--- config.mk ---
export PLATFORM = sky130hd
export DESIGN_NAME = smdb_sector_builder
export DESIGN_NICKNAME = d
export VERILOG_FILES = /design/src/pkg/smdb_pkg.sv /design/src/rtl/smdb_sector_builder.sv
export SDC_FILE = /design/constraint.sdc
export NUM_CORES = 1
export LEC_CHECK = 0
export ABC_CLOCK_PERIOD_IN_PS = 21900
export BUFFER_PORTS_ARGS = -buffer_cell sky130_fd_sc_hd__buf_2
export CORE_MARGIN = 4
export CORE_UTILIZATION = 45
export CTS_BUF_LIST = sky130_fd_sc_hd__clkbuf_4 sky130_fd_sc_hd__clkbuf_8 sky130_fd_sc_hd__clkbuf_16
export CTS_CLUSTER_DIAMETER = 120
export CTS_CLUSTER_SIZE = 30
export DETAILED_ROUTE_END_ITERATION = 8
export PLACE_DENSITY = 0.57
export SLEW_MARGIN = 20
export SYNTH_ARGS = -nofsm -noshare
export SYNTH_HDL_FRONTEND = slang
export SYNTH_SLANG_ARGS = --single-unit
--- constraint.sdc ---
create_clock -name i_clk -period 21.9 [get_ports i_clk]
set_input_delay 4.38 -clock i_clk [delete_from_list [all_inputs] [get_ports i_clk]]
set_output_delay 4.38 -clock i_clk [all_outputs]
set_load 0.1 [all_outputs]
--- src/pkg/smdb_pkg.sv ---
// constants for the monitoring data sector builder
package smdb_pkg;

  // sector geometry
  localparam logic [9:0] SECTOR_BYTES = 10'h200;
  localparam logic [9:0] LAST_BYTE    = 10'h1ff;
  localparam logic [9:0] ENTRY_FIRST  = 10'h002;
  localparam logic [9:0] ENTRY_END    = 10'h16a;
  localparam logic [3:0] ENTRY_BYTES  = 4'hc;
  localparam int         ENTRY_COUNT  = 30;

  // sector kinds
  typedef enum logic [1:0] {
    SMDB_SEC_VALUES = 2'h0,
    SMDB_SEC_THRESH = 2'h1,
    SMDB_SEC_LOGDIR = 2'h2,
    SMDB_SEC_ERRLOG = 2'h3
  } smdb_sector_t;

  // attribute-values sector tail offsets
  localparam logic [9:0] OFF_OFFLINE_STATUS = 10'h16a;
  localparam logic [9:0] OFF_SELFTEST_STAT  = 10'h16b;
  localparam logic [9:0] OFF_COLLECT_LO     = 10'h16c;
  localparam logic [9:0] OFF_COLLECT_HI     = 10'h16d;
  localparam logic [9:0] OFF_OFFLINE_CAP    = 10'h16f;
  localparam logic [9:0] OFF_SMART_CAP_LO   = 10'h170;
  localparam logic [9:0] OFF_SMART_CAP_HI   = 10'h171;
  localparam logic [9:0] OFF_ERRLOG_CAP     = 10'h172;
  localparam logic [9:0] OFF_CHECKPOINT     = 10'h173;
  localparam logic [9:0] OFF_SHORT_TIME     = 10'h174;
  localparam logic [9:0] OFF_EXT_TIME_BYTE  = 10'h175;
  localparam logic [9:0] OFF_EXT_TIME_LO    = 10'h177;
  localparam logic [9:0] OFF_EXT_TIME_HI    = 10'h178;

  // revision word shared by values and thresholds sectors
  localparam logic [15:0] SECTOR_REVISION = 16'h0010;

  // off-line capability bit positions and settings
  localparam int CAP_IMMEDIATE = 0;
  localparam int CAP_AUTO_OFF  = 1;
  localparam int CAP_ABORT     = 2;
  localparam int CAP_SCAN      = 3;
  localparam int CAP_SELFTEST  = 4;
  localparam int CAP_SELECTIVE = 6;
  localparam logic HAS_IMMEDIATE = 1'b1;
  localparam logic HAS_AUTO_OFF  = 1'b1;
  localparam logic ABORTS_ON_CMD = 1'b0;
  localparam logic HAS_SCAN      = 1'b1;
  localparam logic HAS_SELFTEST  = 1'b1;
  localparam logic HAS_SELECTIVE = 1'b0;

  // capability word and error logging byte
  localparam logic [15:0] SMART_CAP_WORD = 16'h0003;
  localparam logic [7:0]  ERRLOG_CAP     = 8'h01;
  localparam logic [7:0]  EXT_TIME_ESC   = 8'hff;

  // log directory
  localparam logic [15:0] LOG_VERSION      = 16'h0001;
  localparam logic [7:0]  LOG_VENDOR_FIRST = 8'h80;
  localparam logic [7:0]  LOG_VENDOR_LAST  = 8'h9f;
  localparam logic [7:0]  LOG_VENDOR_LEN   = 8'h10;
  localparam logic [7:0]  LOG_ERRLOG_ADDR  = 8'h01;
  localparam logic [7:0]  LOG_ERRLOG_LEN   = 8'h01;

  // summary error log
  localparam logic [7:0]  ERRLOG_VERSION = 8'h01;
  localparam logic [9:0]  OFF_ERRCNT_LO  = 10'h1c4;
  localparam logic [9:0]  OFF_ERRCNT_HI  = 10'h1c5;
  localparam logic [2:0]  ERR_INDEX_MIN  = 3'h1;
  localparam logic [2:0]  ERR_INDEX_MAX  = 3'h5;
  localparam logic [15:0] ERR_COUNT_MAX  = 16'hffff;

  // attribute table, fixed at manufacture
  localparam logic [15:0] ATTR_FLAGS = 16'h0002;
  localparam logic [7:0] ATTR_ID [ENTRY_COUNT] = '{
    8'h01, 8'h02, 8'h03, 8'h04, 8'h05, 8'h07, 8'h08, 8'h09, 8'h0a, 8'h0c,
    8'h16, 8'hc0, 8'hc1, 8'hc2, 8'hc4, 8'hc5, 8'hc6, 8'hc7, 8'h00, 8'h00,
    8'h00, 8'h00, 8'h00, 8'h00, 8'h00, 8'h00, 8'h00, 8'h00, 8'h00, 8'h00};
  localparam logic [7:0] ATTR_THRESH [ENTRY_COUNT] = '{
    8'h10, 8'h10, 8'h10, 8'h00, 8'h10, 8'h10, 8'h10, 8'h00, 8'h10, 8'h00,
    8'h10, 8'h00, 8'h00, 8'h00, 8'h00, 8'h00, 8'h00, 8'h00, 8'h00, 8'h00,
    8'h00, 8'h00, 8'h00, 8'h00, 8'h00, 8'h00, 8'h00, 8'h00, 8'h00, 8'h00};

  // register port map (word addresses)
  localparam logic [7:0] REG_CTRL      = 8'h00;
  localparam logic [7:0] REG_OFF_STAT  = 8'h01;
  localparam logic [7:0] REG_ST_STAT   = 8'h02;
  localparam logic [7:0] REG_COLLECT   = 8'h03;
  localparam logic [7:0] REG_CHECKPT   = 8'h04;
  localparam logic [7:0] REG_SHORT_T   = 8'h05;
  localparam logic [7:0] REG_EXT_T     = 8'h06;
  localparam logic [7:0] REG_ERR_CNT   = 8'h07;
  localparam logic [7:0] REG_ERR_IDX   = 8'h08;
  localparam logic [7:0] REG_VAL_BASE  = 8'h40;
  localparam int         CTRL_START    = 4;
  localparam int         CTRL_BUSY     = 8;

endpackage

--- src/rtl/smdb_sector_builder.sv ---
// monitoring data sector builder: register port and byte stream out
// Operation
// collection-time field reports seconds to finish
// capability bit0: immediate off-line implemented
// capability bit1: auto off-line control implemented
// capability bit2: suspend (0) or abort (1)
// capability bit3: off-line read scanning supported
// capability bit4: self-test routine implemented
// bit6 selective self-test; bits 5,7 zero
// capability word 03h; bit0 saves before standby
// word bit1 autosave command; bits 2-15 zero
// error-logging byte bit0 set, rest zero
// last byte: two's complement of sum
// multi-byte fields emitted little-endian
// thresholds sector layout, zero reserved, checksum
// thresholds revision equals values revision 0010h
// threshold entries match attribute order and ids
// entry: id, threshold, ten zero bytes
// thresholds fixed constants, never host-writable
// directory version 01h, count plus reserved
// logs 80h-9Fh reported 16 sectors long
// error log: version, index, records, count
// index points newest record, values 1-5
// error count totals errors, never wraps
// error counter saturates at ffffh
//
// The address-and-strobe port and the register offsets were decided locally.
`timescale 1ns/1ps
module smdb_sector_builder (
  input  wire logic        i_clk,        // 20 MHz system clock
  input  wire logic        i_arst_n,     // async reset, active low
  input  wire logic [7:0]  i_addr,       // register word address
  input  wire logic [15:0] i_wdata,      // register write data
  input  wire logic        i_wr,         // write strobe
  input  wire logic        i_rd,         // read strobe
  output logic      [15:0] o_rdata,      // read data, cycle after i_rd
  input  wire logic        i_error,      // one logged error per cycle held high
  output logic      [7:0]  o_data,       // sector byte
  output logic             o_valid,      // sector byte valid
  output logic             o_last,       // final byte of sector
  input  wire logic        i_ready,      // consumer takes byte
  output logic             o_busy        // sector transfer running
);

  typedef enum logic {SMDB_IDLE, SMDB_RUN} smdb_state_t;

  smdb_state_t                 state;
  smdb_pkg::smdb_sector_t      sector;
  logic [9:0]                  ptr;
  logic [7:0]                  sum;
  logic [7:0]                  offline_status;
  logic [7:0]                  selftest_status;
  logic [15:0]                 collect_time;
  logic [7:0]                  checkpoint;
  logic [7:0]                  short_time;
  logic [15:0]                 ext_time;
  logic [15:0]                 err_count;
  logic [2:0]                  err_index;
  logic [7:0]                  attr_value [smdb_pkg::ENTRY_COUNT];
  logic [7:0]                  cur_byte;

  // register decode
  wire       wr_ctrl   = i_wr && (i_addr == smdb_pkg::REG_CTRL);
  wire       start     = wr_ctrl && i_wdata[smdb_pkg::CTRL_START]
                         && (state == SMDB_IDLE);
  wire [7:0] val_rel   = i_addr - smdb_pkg::REG_VAL_BASE;
  wire       val_hit   = (i_addr >= smdb_pkg::REG_VAL_BASE) &&
                         (val_rel < 8'(smdb_pkg::ENTRY_COUNT));
  wire [4:0] val_idx   = val_rel[4:0];

  // stream handshake
  wire       more      = (ptr < smdb_pkg::SECTOR_BYTES);
  wire       slot_free = !o_valid || i_ready;
  wire       load      = (state == SMDB_RUN) && slot_free && more;
  wire       finish    = (state == SMDB_RUN) && slot_free && !more;

  // entry region position
  wire       in_entry  = (ptr >= smdb_pkg::ENTRY_FIRST) &&
                         (ptr < smdb_pkg::ENTRY_END);
  wire [9:0] ent_rel   = ptr - smdb_pkg::ENTRY_FIRST;
  wire [4:0] ent_idx   = 5'(ent_rel / 10'(smdb_pkg::ENTRY_BYTES));
  wire [3:0] ent_pos   = 4'(ent_rel % 10'(smdb_pkg::ENTRY_BYTES));
  wire [4:0] ent_sel   = in_entry ? ent_idx : 5'h00;

  // directory position: one count byte and one reserved byte per log
  wire [7:0] log_addr  = ptr[8:1];
  wire       log_odd   = ptr[0];
  wire       log_vend  = (log_addr >= smdb_pkg::LOG_VENDOR_FIRST) &&
                         (log_addr <= smdb_pkg::LOG_VENDOR_LAST);

  // capability byte assembled bit by bit
  wire [7:0] offline_cap = {
    1'b0,
    smdb_pkg::HAS_SELECTIVE,
    1'b0,
    smdb_pkg::HAS_SELFTEST,
    smdb_pkg::HAS_SCAN,
    smdb_pkg::ABORTS_ON_CMD,
    smdb_pkg::HAS_AUTO_OFF,
    smdb_pkg::HAS_IMMEDIATE};

  wire [7:0] ext_byte  = (ext_time > 16'(smdb_pkg::EXT_TIME_ESC - 8'h01))
                         ? smdb_pkg::EXT_TIME_ESC : ext_time[7:0];
  wire [7:0] check     = 8'(~sum + 8'h01);

  // byte at the current offset of the selected sector
  always_comb begin
    cur_byte = 8'h00;
    case (sector)
      smdb_pkg::SMDB_SEC_VALUES: begin
        if (ptr == smdb_pkg::LAST_BYTE) begin
          cur_byte = check;
        end else if (ptr < smdb_pkg::ENTRY_FIRST) begin
          cur_byte = ptr[0] ? smdb_pkg::SECTOR_REVISION[15:8]
                            : smdb_pkg::SECTOR_REVISION[7:0];
        end else if (in_entry) begin
          case (ent_pos)
            4'h0:    cur_byte = smdb_pkg::ATTR_ID[ent_sel];
            4'h1:    cur_byte = smdb_pkg::ATTR_FLAGS[7:0];
            4'h2:    cur_byte = smdb_pkg::ATTR_FLAGS[15:8];
            4'h3:    cur_byte = attr_value[ent_sel];
            default: cur_byte = 8'h00;
          endcase
        end else begin
          case (ptr)
            smdb_pkg::OFF_OFFLINE_STATUS: cur_byte = offline_status;
            smdb_pkg::OFF_SELFTEST_STAT:  cur_byte = selftest_status;
            smdb_pkg::OFF_COLLECT_LO:     cur_byte = collect_time[7:0];
            smdb_pkg::OFF_COLLECT_HI:     cur_byte = collect_time[15:8];
            smdb_pkg::OFF_OFFLINE_CAP:    cur_byte = offline_cap;
            smdb_pkg::OFF_SMART_CAP_LO:
              cur_byte = smdb_pkg::SMART_CAP_WORD[7:0];
            smdb_pkg::OFF_SMART_CAP_HI:
              cur_byte = smdb_pkg::SMART_CAP_WORD[15:8];
            smdb_pkg::OFF_ERRLOG_CAP:     cur_byte = smdb_pkg::ERRLOG_CAP;
            smdb_pkg::OFF_CHECKPOINT:     cur_byte = checkpoint;
            smdb_pkg::OFF_SHORT_TIME:     cur_byte = short_time;
            smdb_pkg::OFF_EXT_TIME_BYTE:  cur_byte = ext_byte;
            smdb_pkg::OFF_EXT_TIME_LO:    cur_byte = ext_time[7:0];
            smdb_pkg::OFF_EXT_TIME_HI:    cur_byte = ext_time[15:8];
            default:                      cur_byte = 8'h00;
          endcase
        end
      end
      smdb_pkg::SMDB_SEC_THRESH: begin
        if (ptr == smdb_pkg::LAST_BYTE) begin
          cur_byte = check;
        end else if (ptr < smdb_pkg::ENTRY_FIRST) begin
          cur_byte = ptr[0] ? smdb_pkg::SECTOR_REVISION[15:8]
                            : smdb_pkg::SECTOR_REVISION[7:0];
        end else if (in_entry) begin
          case (ent_pos)
            4'h0:    cur_byte = smdb_pkg::ATTR_ID[ent_sel];
            4'h1:    cur_byte = smdb_pkg::ATTR_THRESH[ent_sel];
            default: cur_byte = 8'h00;
          endcase
        end else begin
          cur_byte = 8'h00;
        end
      end
      smdb_pkg::SMDB_SEC_LOGDIR: begin
        if (ptr < smdb_pkg::ENTRY_FIRST) begin
          cur_byte = ptr[0] ? smdb_pkg::LOG_VERSION[15:8]
                            : smdb_pkg::LOG_VERSION[7:0];
        end else if (log_odd) begin
          cur_byte = 8'h00;
        end else if (log_vend) begin
          cur_byte = smdb_pkg::LOG_VENDOR_LEN;
        end else if (log_addr == smdb_pkg::LOG_ERRLOG_ADDR) begin
          cur_byte = smdb_pkg::LOG_ERRLOG_LEN;
        end else begin
          cur_byte = 8'h00;
        end
      end
      smdb_pkg::SMDB_SEC_ERRLOG: begin
        case (ptr)
          10'h000:                 cur_byte = smdb_pkg::ERRLOG_VERSION;
          10'h001:                 cur_byte = {5'h00, err_index};
          smdb_pkg::OFF_ERRCNT_LO: cur_byte = err_count[7:0];
          smdb_pkg::OFF_ERRCNT_HI: cur_byte = err_count[15:8];
          smdb_pkg::LAST_BYTE:     cur_byte = check;
          default:                 cur_byte = 8'h00;
        endcase
      end
      default: cur_byte = 8'h00;
    endcase
  end

  // transfer sequencing
  always_ff @(posedge i_clk or negedge i_arst_n) begin
    if (!i_arst_n) begin
      state  <= SMDB_IDLE;
      sector <= smdb_pkg::SMDB_SEC_VALUES;
      ptr    <= 10'h000;
    end else if (start) begin
      state  <= SMDB_RUN;
      sector <= smdb_pkg::smdb_sector_t'(i_wdata[1:0]);
      ptr    <= 10'h000;
    end else if (load) begin
      ptr    <= ptr + 10'h001;
    end else if (finish) begin
      state  <= SMDB_IDLE;
    end
  end

  // output byte stage and running sum
  always_ff @(posedge i_clk or negedge i_arst_n) begin
    if (!i_arst_n) begin
      o_data  <= 8'h00;
      o_valid <= 1'b0;
      o_last  <= 1'b0;
      sum     <= 8'h00;
    end else if (start) begin
      sum     <= 8'h00;
    end else if (load) begin
      o_data  <= cur_byte;
      o_valid <= 1'b1;
      o_last  <= (ptr == smdb_pkg::LAST_BYTE);
      sum     <= sum + cur_byte;
    end else if (i_ready) begin
      o_valid <= 1'b0;
      o_last  <= 1'b0;
    end
  end

  // host-visible status fields; thresholds have no write path
  always_ff @(posedge i_clk or negedge i_arst_n) begin
    if (!i_arst_n) begin
      offline_status  <= 8'h00;
      selftest_status <= 8'h00;
      collect_time    <= 16'h0000;
      checkpoint      <= 8'h00;
      short_time      <= 8'h00;
      ext_time        <= 16'h0000;
    end else if (i_wr) begin
      case (i_addr)
        smdb_pkg::REG_OFF_STAT: offline_status  <= i_wdata[7:0];
        smdb_pkg::REG_ST_STAT:  selftest_status <= i_wdata[7:0];
        smdb_pkg::REG_COLLECT:  collect_time    <= i_wdata;
        smdb_pkg::REG_CHECKPT:  checkpoint      <= i_wdata[7:0];
        smdb_pkg::REG_SHORT_T:  short_time      <= i_wdata[7:0];
        smdb_pkg::REG_EXT_T:    ext_time        <= i_wdata;
        default: ;
      endcase
    end
  end

  // attribute values written by firmware
  always_ff @(posedge i_clk or negedge i_arst_n) begin
    if (!i_arst_n) begin
      for (int k = 0; k < smdb_pkg::ENTRY_COUNT; k++) begin
        attr_value[k] <= 8'h00;
      end
    end else if (i_wr && val_hit) begin
      attr_value[val_idx] <= i_wdata[7:0];
    end
  end

  // error tally and newest-record pointer
  always_ff @(posedge i_clk or negedge i_arst_n) begin
    if (!i_arst_n) begin
      err_count <= 16'h0000;
      err_index <= smdb_pkg::ERR_INDEX_MAX;
    end else if (i_error) begin
      if (err_count != smdb_pkg::ERR_COUNT_MAX) begin
        err_count <= err_count + 16'h0001;
      end
      err_index <= (err_index == smdb_pkg::ERR_INDEX_MAX)
                   ? smdb_pkg::ERR_INDEX_MIN
                   : err_index + 3'h1;
    end
  end

  // read data, valid only in the cycle after the strobe
  logic [15:0] rd_mux;
  assign rd_mux =
    (i_addr == smdb_pkg::REG_CTRL)     ? {7'h00, (state == SMDB_RUN),
                                          6'h00, sector} :
    (i_addr == smdb_pkg::REG_OFF_STAT) ? {8'h00, offline_status} :
    (i_addr == smdb_pkg::REG_ST_STAT)  ? {8'h00, selftest_status} :
    (i_addr == smdb_pkg::REG_COLLECT)  ? collect_time :
    (i_addr == smdb_pkg::REG_CHECKPT)  ? {8'h00, checkpoint} :
    (i_addr == smdb_pkg::REG_SHORT_T)  ? {8'h00, short_time} :
    (i_addr == smdb_pkg::REG_EXT_T)    ? ext_time :
    (i_addr == smdb_pkg::REG_ERR_CNT)  ? err_count :
    (i_addr == smdb_pkg::REG_ERR_IDX)  ? {13'h0000, err_index} :
    val_hit                            ? {8'h00, attr_value[val_idx]} :
                                         16'h0000;

  always_ff @(posedge i_clk or negedge i_arst_n) begin
    if (!i_arst_n) begin
      o_rdata <= 16'h0000;
    end else begin
      o_rdata <= i_rd ? rd_mux : 16'h0000;
    end
  end

  assign o_busy = (state == SMDB_RUN);

endmodule // smdb_sector_builder

==> results.toml, run 1 <==
[layout]
syn_to_final_growth_pct = 4.829
multi_input_area_um2 = 12800
num-fill-cells = 4632
mostFrequentLayoutCell = "dfrtp_1"
fin_nets = 2129
fin_util_pct = 47.88
final-seq-area_um2 = 9261
stdcell_area_um2 = 24120
final_cell_mix = "dfrtp_1 (368), mux2_2 (329), nand2_1 (205), nor2_1 (113), mux2i_1 (90)"
num_antenna_cells = 0
drive_above_1_share_pct = 27.86

[sta]
finalMaxSlewViolations = 0
rsz0062_at_grt = "no"
setup_viol = 0
relSlewSlack_pct = 19.03
fmax_mhz = 103.3
period_needed_ns = 9.678
clock_skew_ns = 0.03180
tightest_slew_ns = 1.210
period_share_pct = 44.19
tns_ns = 0
hold_violations = 0

[pwr]
ir_drop_mv = 0.06530
power_frac_comb_pct = 42.4
p_sw_uw = 881.6
clockPowerShare_pct = 18.9
swShare_pct = 42.81
p_per_area_nw_per_um2 = 85.37
pwr-share-seq_pct = 38.7
p_leak_nw = 10.59
total_power_mw = 2.059
internal_power_mw = 1.178

[global_route]
grt_use_total_pct = 28.14
grt_pass1_vias = 18190
grt_antenna_before_repair = 2
overflow = 0
grt_max_degree = 179
grt_pass1_wl_um = 117900

[floorplanning]
ioPinCount = 57
die_x_um = 234.1
rows = 82
coreArea_um2 = 50380
dieArea_um2 = 54810
start_util_pct = 45.68
fp.dieH_um = 234.1

[synth]
ys.flop_type = "dfrtp_1"
synthCells = 2114
seq_area_frac_synth_pct = 40.25
synth_area_leader_cell = "dfrtp_1"
yosysWarnings = 0
avgSynthCellArea_um2 = 10.88
syn_area_um2 = 23010
synth_seq_cells = 370
synth_area_leaders = "dfrtp_1 (40%), mux2_2 (16%), mux4_2 (6.6%)"
syn_nets = 2164
ys_types = 113
synth_edf_count = 0
async_flop_share_pct = 100.0
synth.top_cell.area_share_pct = 40.02

[worst_setup_path]
cp_max_fo = 50
path_buf_inv = 2
cp_slowest_cell = "or3_1"
crit_type = "reg2reg"
cp.required_ns = 22.37
cp-start-kind = "flip-flop"
r2r-end = "sum[7]"
r2r_slack_ns = 12.22
cp-end-kind = "flip-flop"
cpPeakStageDelay_ns = 0.80
r2r_start = "ptr[3]"
crit_family = "simple AND/OR/NAND/NOR gates"
crit_arrival_ns = 10.15
startpoint = "ptr[3]"
reg2reg_depth = 31

[clock_network]
ctsResizeCount = 0
cts_tree = "built"
post-cts-setup-buffers = 0
numCtsBuffers = 17
h-tree-depth = 1
max-clock-path-buffers = 3
clock_latency_ns = 0.57
numClockSinks = 370
clk_pin_slew_ns = 0.11
ctsHoldBuffers = 0
root_buffer = "clkbuf_16"

[detailed_routing]
ant_nets = 0
drc = 0
viasPerCell = 6.629
wire_per_inst_um = 28.25
drt_wl_total_um = 77810
vias = 18260
first_pass_iters = 6
drt-initial-drc-count = 2022

[hold_path]
hold_path_class = "reg2reg"
holdPathEnd = "o_data[7]"
hp-start = "o_data[7]"
min_path_cells = 2

[placed_design]
placed_area_um2 = 23610
dp_hpwl_um = 52940
place.gp.congestion = 0.9253
numPortBuffers = 56

[outcome]
outcome = "completed"

[run]
drv_cap = 0
[final cells by class]
class	count	share of cell area, %
Timing Repair Buffer	96	2.537
Inverter	25	0.3994
Multi-Input combinational cell	1569	53.09
Clock buffer	18	1.821
Sequential cell	370	38.40
Clock inverter	4	0.2749
Tap cell	672	3.486
[flip-flops by register name, indices dropped and copies added (netlist names), 2 cells and up]
register / flops
short_time: 8
offline_status: 8
o_data: 8
sector: 2
attr_value: 240
err_index: 3
o_rdata: 16
ptr: 10
err_count: 16
checkpoint: 8
sum: 8
ext_time: 16
selftest_status: 8
collect_time: 16
[Yosys cell counts, drive strengths merged (12+ instances only)]
cell type / number
a221oi: 21
mux2i: 90
xor2: 12
nand3: 75
or3: 19
nor2: 123
o211ai: 25
nand2: 206
nand2b: 13
xnor2: 31
a22oi: 29
o22ai: 16
and3: 19
a31oi: 26
o21ai: 65
inv: 23
and2: 18
clkbuf: 97
a21oi: 90
nand4: 18
dfrtp: 368
nor3: 34
a32oi: 13
ha: 19
buf: 53
mux2: 330
nor4: 19
mux4: 67
a21o: 17
a22o: 12
a211oi: 20
[worst max path at each step]
stage / end / slack (ns) / depth (start not counted)
after global placement: sum[7] / 12.59 / 31
after global routing: sum[7] / 11.76 / 30
after CTS: sum[7] / 12.38 / 31
after floorplan: o_rdata[10] / 14.26 / 10
after detailed placement: sum[7] / 12.44 / 31
final: sum[7] / 12.22 / 31
[per-layer routing]
layer | up-vias | GRT usage (%) | wire (um) | part of all wire, %
met3 | 152 | 3.827 | 5038 | 6.5
met1 | 9437 | 39.68 | 33780 | 43
li1 | 7878 | - | - | -
met2 | 786 | 45.17 | 36070 | 46
met4 | 4 | 9.116 | 2880 | 3.7
met5 | - | 0 | 29 | 0.037
[worst register-to-register path, delay by kind of cell (launching register included)]
kind,cells,cell delay [ns]
and+or+nand+nor,10,4.03
AOI/OAI and AO/OA,15,3.06
buffers and inverters,2,0.85
DFF,1,0.70
adders and majority gates,2,0.61
muxes,2,0.38
[cell families after synthesis]
family	Yosys count	synth area share [%]
buffers and inverters	175	4.182
AO/OA/AOI/OAI	430	13.59
multiplexers	487	26.64
AND/OR/NAND/NOR	589	12.55
flip-flops	370	40.25
adder cells (fa/ha/maj)	20	1.120
XOR/XNOR	43	1.669
[power by group through the flow]
stage | Clock, mW | Combinational [mW] | Sequential [mW]
floorplan | 0 | 0.627 | 0.806
global placement | 0 | 0.850 | 0.806
detailed placement | 0 | 0.854 | 0.808
CTS | 0.401 | 0.858 | 0.795
global route | 0.419 | 0.929 | 0.805
finish | 0.389 | 0.873 | 0.798
[per-stage QoR]
stage	std cells	hold WS (ns)	setup WS, ns
final	2754	0.4996	12.22
after global placement	2732	0.4554	12.59
after detailed placement	2732	0.4905	12.44
after floorplan	2114	0.4709	14.26
after CTS	2754	0.5160	12.38
after global routing	2754	0.5360	11.76
No activity file was read; power rests on OpenSTA's default activity.
==> inputs of run 2 (changes only) <==
--- a/config.mk
+++ b/config.mk
@@ -5,7 +5,8 @@
 export SDC_FILE = /design/constraint.sdc
 export NUM_CORES = 1
 export LEC_CHECK = 0
-export ABC_CLOCK_PERIOD_IN_PS = 21900
+export ABC_AREA = 1
+export ABC_CLOCK_PERIOD_IN_PS = 9900
 export BUFFER_PORTS_ARGS = -buffer_cell sky130_fd_sc_hd__buf_2
 export CORE_MARGIN = 4
 export CORE_UTILIZATION = 45
==> constraint.sdc (replaced) <==
create_clock -name i_clk -period 9.9 [get_ports i_clk]
set_input_delay 1.98 -clock i_clk [delete_from_list [all_inputs] [get_ports i_clk]]
set_output_delay 1.98 -clock i_clk [all_outputs]
set_load 0.1 [all_outputs]
==> run 2 against run 1 <==
Against the previous run: non-clock buffer count fell by 4; critical path depth rose by 15; critical path type unchanged; largest cell class unchanged; synthesized area fell by 9.0%.
==> results.toml, run 2 <==
[outcome]
outcome = "completed"

[clock_network]
numCtsBuffers = 16
post-cts-setup-buffers = 0
clk_pin_slew_ns = 0.11
numClockSinks = 370
clock_latency_ns = 0.57
h-tree-depth = 1
ctsResizeCount = 0
max-clock-path-buffers = 3
cts_tree = "built"
ctsHoldBuffers = 0
root_buffer = "clkbuf_16"

[worst_setup_path]
cp_max_fo = 57
cp.required_ns = 10.31
cp-end-kind = "flip-flop"
cpPeakStageDelay_ns = 0.71
crit_arrival_ns = 8.01
cp_slowest_cell = "buf_4"
crit_type = "reg2reg"
timing.critical_path.mode_cell = "nand2_1"
cp-start-kind = "flip-flop"
reg2reg_depth = 46

[sta]
tns_ns = 0
hold_violations = 0
relSlewSlack_pct = 21.99
period_needed_ns = 7.595
finalMaxSlewViolations = 0
rsz0062_at_grt = "no"
tightest_slew_ns = 1.166
clock_skew_ns = 0.03152
fin_ws_ns = 2.305
setup_viol = 0
hold_ws_ns = 0.4887
fmax_mhz = 131.7
period_share_pct = 76.71

[placed_design]
dp_hpwl_um = 57050
place.gp.congestion = 0.9805
numPortBuffers = 56
placed_area_um2 = 21610
place_ws_ns = 2.470

[detailed_routing]
wire_per_inst_um = 24.30
drt-initial-drc-count = 2912
viasPerCell = 6.059
first_pass_iters = 6
ant_nets = 0
drt_wl_total_um = 82270
vias = 20510
drc = 0

[synth]
synth_seq_cells = 370
avgSynthCellArea_um2 = 7.407
ys_types = 58
seq_area_frac_synth_pct = 44.24
synth_area_leaders = "dfrtp_1 (44%), nand2_1 (14%), o21ai_0 (9.9%)"
synth_area_leader_cell = "dfrtp_1"
synth_edf_count = 0
synth.top_cell.area_share_pct = 43.99
synthCells = 2826
async_flop_share_pct = 100.0
ys.flop_type = "dfrtp_1"
syn_nets = 2876
yosysWarnings = 0
synth_most_common_cell = "nand2_1"
syn_area_um2 = 20930
synth_common_cells = "nand2_1 (782), o21ai_0 (414), dfrtp_1 (368)"

[global_route]
grt_pass1_vias = 19200
grt_pass1_wl_um = 125000
grt_use_total_pct = 32.30
overflow = 0
grt_antenna_before_repair = 0
grt_max_degree = 163

[hold_path]
min_path_cells = 2
hold_path_class = "reg2reg"

[layout]
final-seq-area_um2 = 9261
fin_util_pct = 48.31
multi_input_area_um2 = 9742
mostFrequentLayoutCell = "nand2_1"
num-fill-cells = 4664
stdcell_area_um2 = 22060
largest_reg_flops = 240
syn_to_final_growth_pct = 5.409
num_antenna_cells = 0
regMostFlops = "attr_value"
drive_above_1_share_pct = 5.386
final_cell_mix = "nand2_1 (780), o21ai_0 (414), dfrtp_1 (368), inv_1 (326), nand3_1 (150)"
fin_nets = 2833

[floorplanning]
rows = 78
fp.dieH_um = 223.7
ioPinCount = 57
die_x_um = 223.7
dieArea_um2 = 50030
coreArea_um2 = 45670
start_util_pct = 45.83

[pwr]
ir_drop_mv = 0.2358
p_per_area_nw_per_um2 = 271.6
p_leak_nw = 9.921

[run]
drv_cap = 0
==> run 2: routing by layer <==
metal	wire length [um]	GRT usage (%)	up-vias
met5	0	0	-
met4	2871	9.107	0
met3	8409	6.421	160
met2	33080	45.06	1147
met1	37900	50.78	9878
li1	-	-	9324
==> run 2: worst paths after layout <==
| path | start | endpoint | slack [ns] |
|---|---|---|---|
| worst max register to register | ptr[1] | sum[6] | 2.31 |
| worst max-delay path | ptr[1] | sum[6] | 2.31 |
| worst min-delay path | o_data[0] | o_data[0] | 0.49 |
| min in group asynchronous | i_arst_n | attr_value[229] | 1.43 |
| worst min register to register | o_data[0] | o_data[0] | 0.49 |
| max in group asynchronous | i_arst_n | attr_value[26] | 6.99 |
==> run 2: report_power, final <==
group | switching, mW | internal [mW]
Clock | 0.515 | 0.318
Sequential | 0.116 | 1.63
Combinational | 2.56 | 0.847
==> run 2: worst max-delay path, delay by kind of cell (launching register included) <==
family,cells,cell delay (ns)
AO/OA/AOI/OAI,6,0.77
adder cells (fa/ha/maj),4,1.02
buffers and inverters,5,1.08
flip-flops,1,0.50
AND/OR/NAND/NOR,31,4.08
==> run 2: metrics by stage <==
stage	cells	power (mW)
6_report	3385	5.993
3_5_place_dp	3365	5.043
3_3_place_gp	3365	5.018
4_1_cts	3385	5.874
5_1_grt	3385	6.298
2_1_floorplan	2826	3.989
==> run 2: area by class of cell <==
cell class              count  area share [%]
multi-input cells        1960           44.15
flip-flops and latches    370           41.97
inverters                 343           5.835
well taps                 600           3.402
repair buffers             92           2.597
clock buffers              17           1.928
clock inverters             3          0.1134
==> run 2: kinds of logic after synthesis <==
logic type / share of synthesized area, %
flip-flops: 44.24
buffers and inverters: 9.360
adder cells (fa/ha/maj): 1.231
XOR/XNOR: 1.088
AND/OR/NAND/NOR: 22.59
AO/OA/AOI/OAI: 21.48
==> inputs of run 3 (changes only) <==
--- a/config.mk
+++ b/config.mk
@@ -6,7 +6,7 @@
 export NUM_CORES = 1
 export LEC_CHECK = 0
 export ABC_AREA = 1
-export ABC_CLOCK_PERIOD_IN_PS = 9900
+export ABC_CLOCK_PERIOD_IN_PS = 7010
 export BUFFER_PORTS_ARGS = -buffer_cell sky130_fd_sc_hd__buf_2
 export CORE_MARGIN = 4
 export CORE_UTILIZATION = 45
==> constraint.sdc (replaced) <==
create_clock -name i_clk -period 7.01 [get_ports i_clk]
set_input_delay 1.402 -clock i_clk [delete_from_list [all_inputs] [get_ports i_clk]]
set_output_delay 1.402 -clock i_clk [all_outputs]
set_load 0.1 [all_outputs]
==> run 3 against run 2 <==
Against the previous run: flip-flop and latch count did not move; sequential power is 41% higher; global-route usage fell by 1.1 points; total power up 47%; clock power rose by 47%; via count decreased by 0.30%; first-iteration DRC count down 3.7%; register-to-register slack got worse by 1.7 ns; design area up 0.95%; die area unchanged.
==> results.toml, run 3 (same netlist as run 2, synthesis figures left out) <==
[outcome]
outcome = "completed"

[worst_setup_path]
r2r_start = "ptr[1]"
reg2reg_depth = 48
r2r_slack_ns = 0.63
cp_max_fo = 23
cp.required_ns = 7.49
r2r-end = "sum[7]"
crit_type = "reg2reg"
crit_family = "simple AND/OR/NAND/NOR gates"
timing.critical_path.mode_cell = "nand2_1"
path_buf_inv = 5
cpPeakStageDelay_ns = 0.49
cp_slowest_cell = "dfrtp_2"
cp-end-kind = "flip-flop"
cp-start-kind = "flip-flop"
crit_arrival_ns = 6.86

[clock_network]
cts_tree = "built"
h-tree-depth = 1
ctsHoldBuffers = 0
clock_latency_ns = 0.56
numClockSinks = 370
numCtsBuffers = 16
max-clock-path-buffers = 3
root_buffer = "clkbuf_16"
clk_pin_slew_ns = 0.11
post-cts-setup-buffers = 0

[global_route]
grt_use_total_pct = 31.22
grt_max_degree = 155
grt_antenna_before_repair = 3
grt_pass1_wl_um = 120900
overflow = 0
grt_pass1_vias = 19040

[sta]
period_needed_ns = 6.380
hold_ws_ns = 0.4883
hold_violations = 0
clock_skew_ns = 0.03410
setup_viol = 0
finalMaxSlewViolations = 0
rsz0062_at_grt = "yes"
fmax_mhz = 156.7
tns_ns = 0
tightest_slew_ns = 1.093
period_share_pct = 91.02
relSlewSlack_pct = 25.26

[detailed_routing]
drt-initial-drc-count = 2804
drc = 0
ant_nets = 0
vias = 20450
wire_per_inst_um = 23.81
drt_wl_total_um = 81030
viasPerCell = 6.009
first_pass_iters = 8

[floorplanning]
ioPinCount = 57
rows = 78
start_util_pct = 45.83
die_x_um = 223.7
coreArea_um2 = 45670
fp.dieH_um = 223.7
dieArea_um2 = 50030

[layout]
mostFrequentLayoutCell = "nand2_1"
largest_reg_flops = 240
num_antenna_cells = 0
drive_above_1_share_pct = 6.136
fin_nets = 2844
final_cell_mix = "nand2_1 (780), o21ai_0 (414), dfrtp_1 (367), inv_1 (326), nand3_1 (150)"
syn_to_final_growth_pct = 6.408
regMostFlops = "attr_value"

[pwr]
total_power_mw = 8.814
ir_drop_mv = 0.4254
p_per_area_nw_per_um2 = 395.7
p_leak_nw = 10.03

[placed_design]
place.gp.congestion = 0.9630
dp_hpwl_um = 57090
numPortBuffers = 56

[hold_path]
hold_path_class = "reg2reg"
hp-start = "o_data[1]"
min_path_cells = 2
holdPathEnd = "o_data[1]"

[run]
drv_cap = 0
run 3: changes by cell type in the layout (fill, tap and decap cells not counted), sizes merged:
cell | before | now
buf | 92 | 102
clkbuf | 17 | 25
run 3: routing by layer:
layer / vias up / track usage, % / wire (um)
met1: 9874 / 47.60 / 36540
li1: 9351 / - / -
met4: 6 / 7.695 / 2180
met3: 131 / 8.125 / 8998
met5: - / 0 / 37
met2: 1085 / 44.35 / 33270
run 3: how the worst max path moves through the flow:
stage	start	to	cells past startpoint
detailed placement	ptr[1]	sum[7]	51
CTS	ptr[1]	sum[7]	51
global route	ptr[1]	sum[7]	51
global placement	ptr[1]	sum[7]	51
floorplan	ptr[1]	sum[6]	44
finish	ptr[1]	sum[7]	48
run 3: cell type report:
cell class / count / area [um^2]
multi-input cells: 1960 / 9749
clock buffers: 24 / 478.0
clock inverters: 3 / 28.78
repair buffers: 103 / 709.4
well taps: 600 / 750.7
fillers: 4634 / 23400
flip-flops and latches: 370 / 9263
inverters: 343 / 1295
run 3: metrics by stage:
stage	instance area [um^2]	setup slack, ns	instances	util, %
after floorplan	20930	1.384	2826	-
after global routing	22270	-0.04860	3403	48.77
final	22270	0.6298	3403	48.77
after global placement	21710	0.6936	3375	47.53
after detailed placement	21710	0.4555	3375	47.53
after CTS	22210	0.4361	3402	48.64
run 3: worst register-to-register path: cells and delay by family (launching register included):
kind	cells	cell delay [ns]
compound gates	7	0.79
xor+xnor	1	0.19
fa+ha+maj	3	0.81
buf+inv	5	0.63
flops	1	0.49
simple gates	32	3.40
run 3: timing repair:
item / CTS / global route
resized for setup: 0 / 12
setup endpoints to repair: 0 / 2
hold endpoints to repair: 0 / 0
run 3: power breakdown:
| part | internal [mW] | switching (mW) | total [mW] |
|---|---|---|---|
| clock network | 0.491 | 0.725 | 1.22 |
| logic | 1.38 | 3.75 | 5.13 |
| registers | 2.31 | 0.166 | 2.47 |
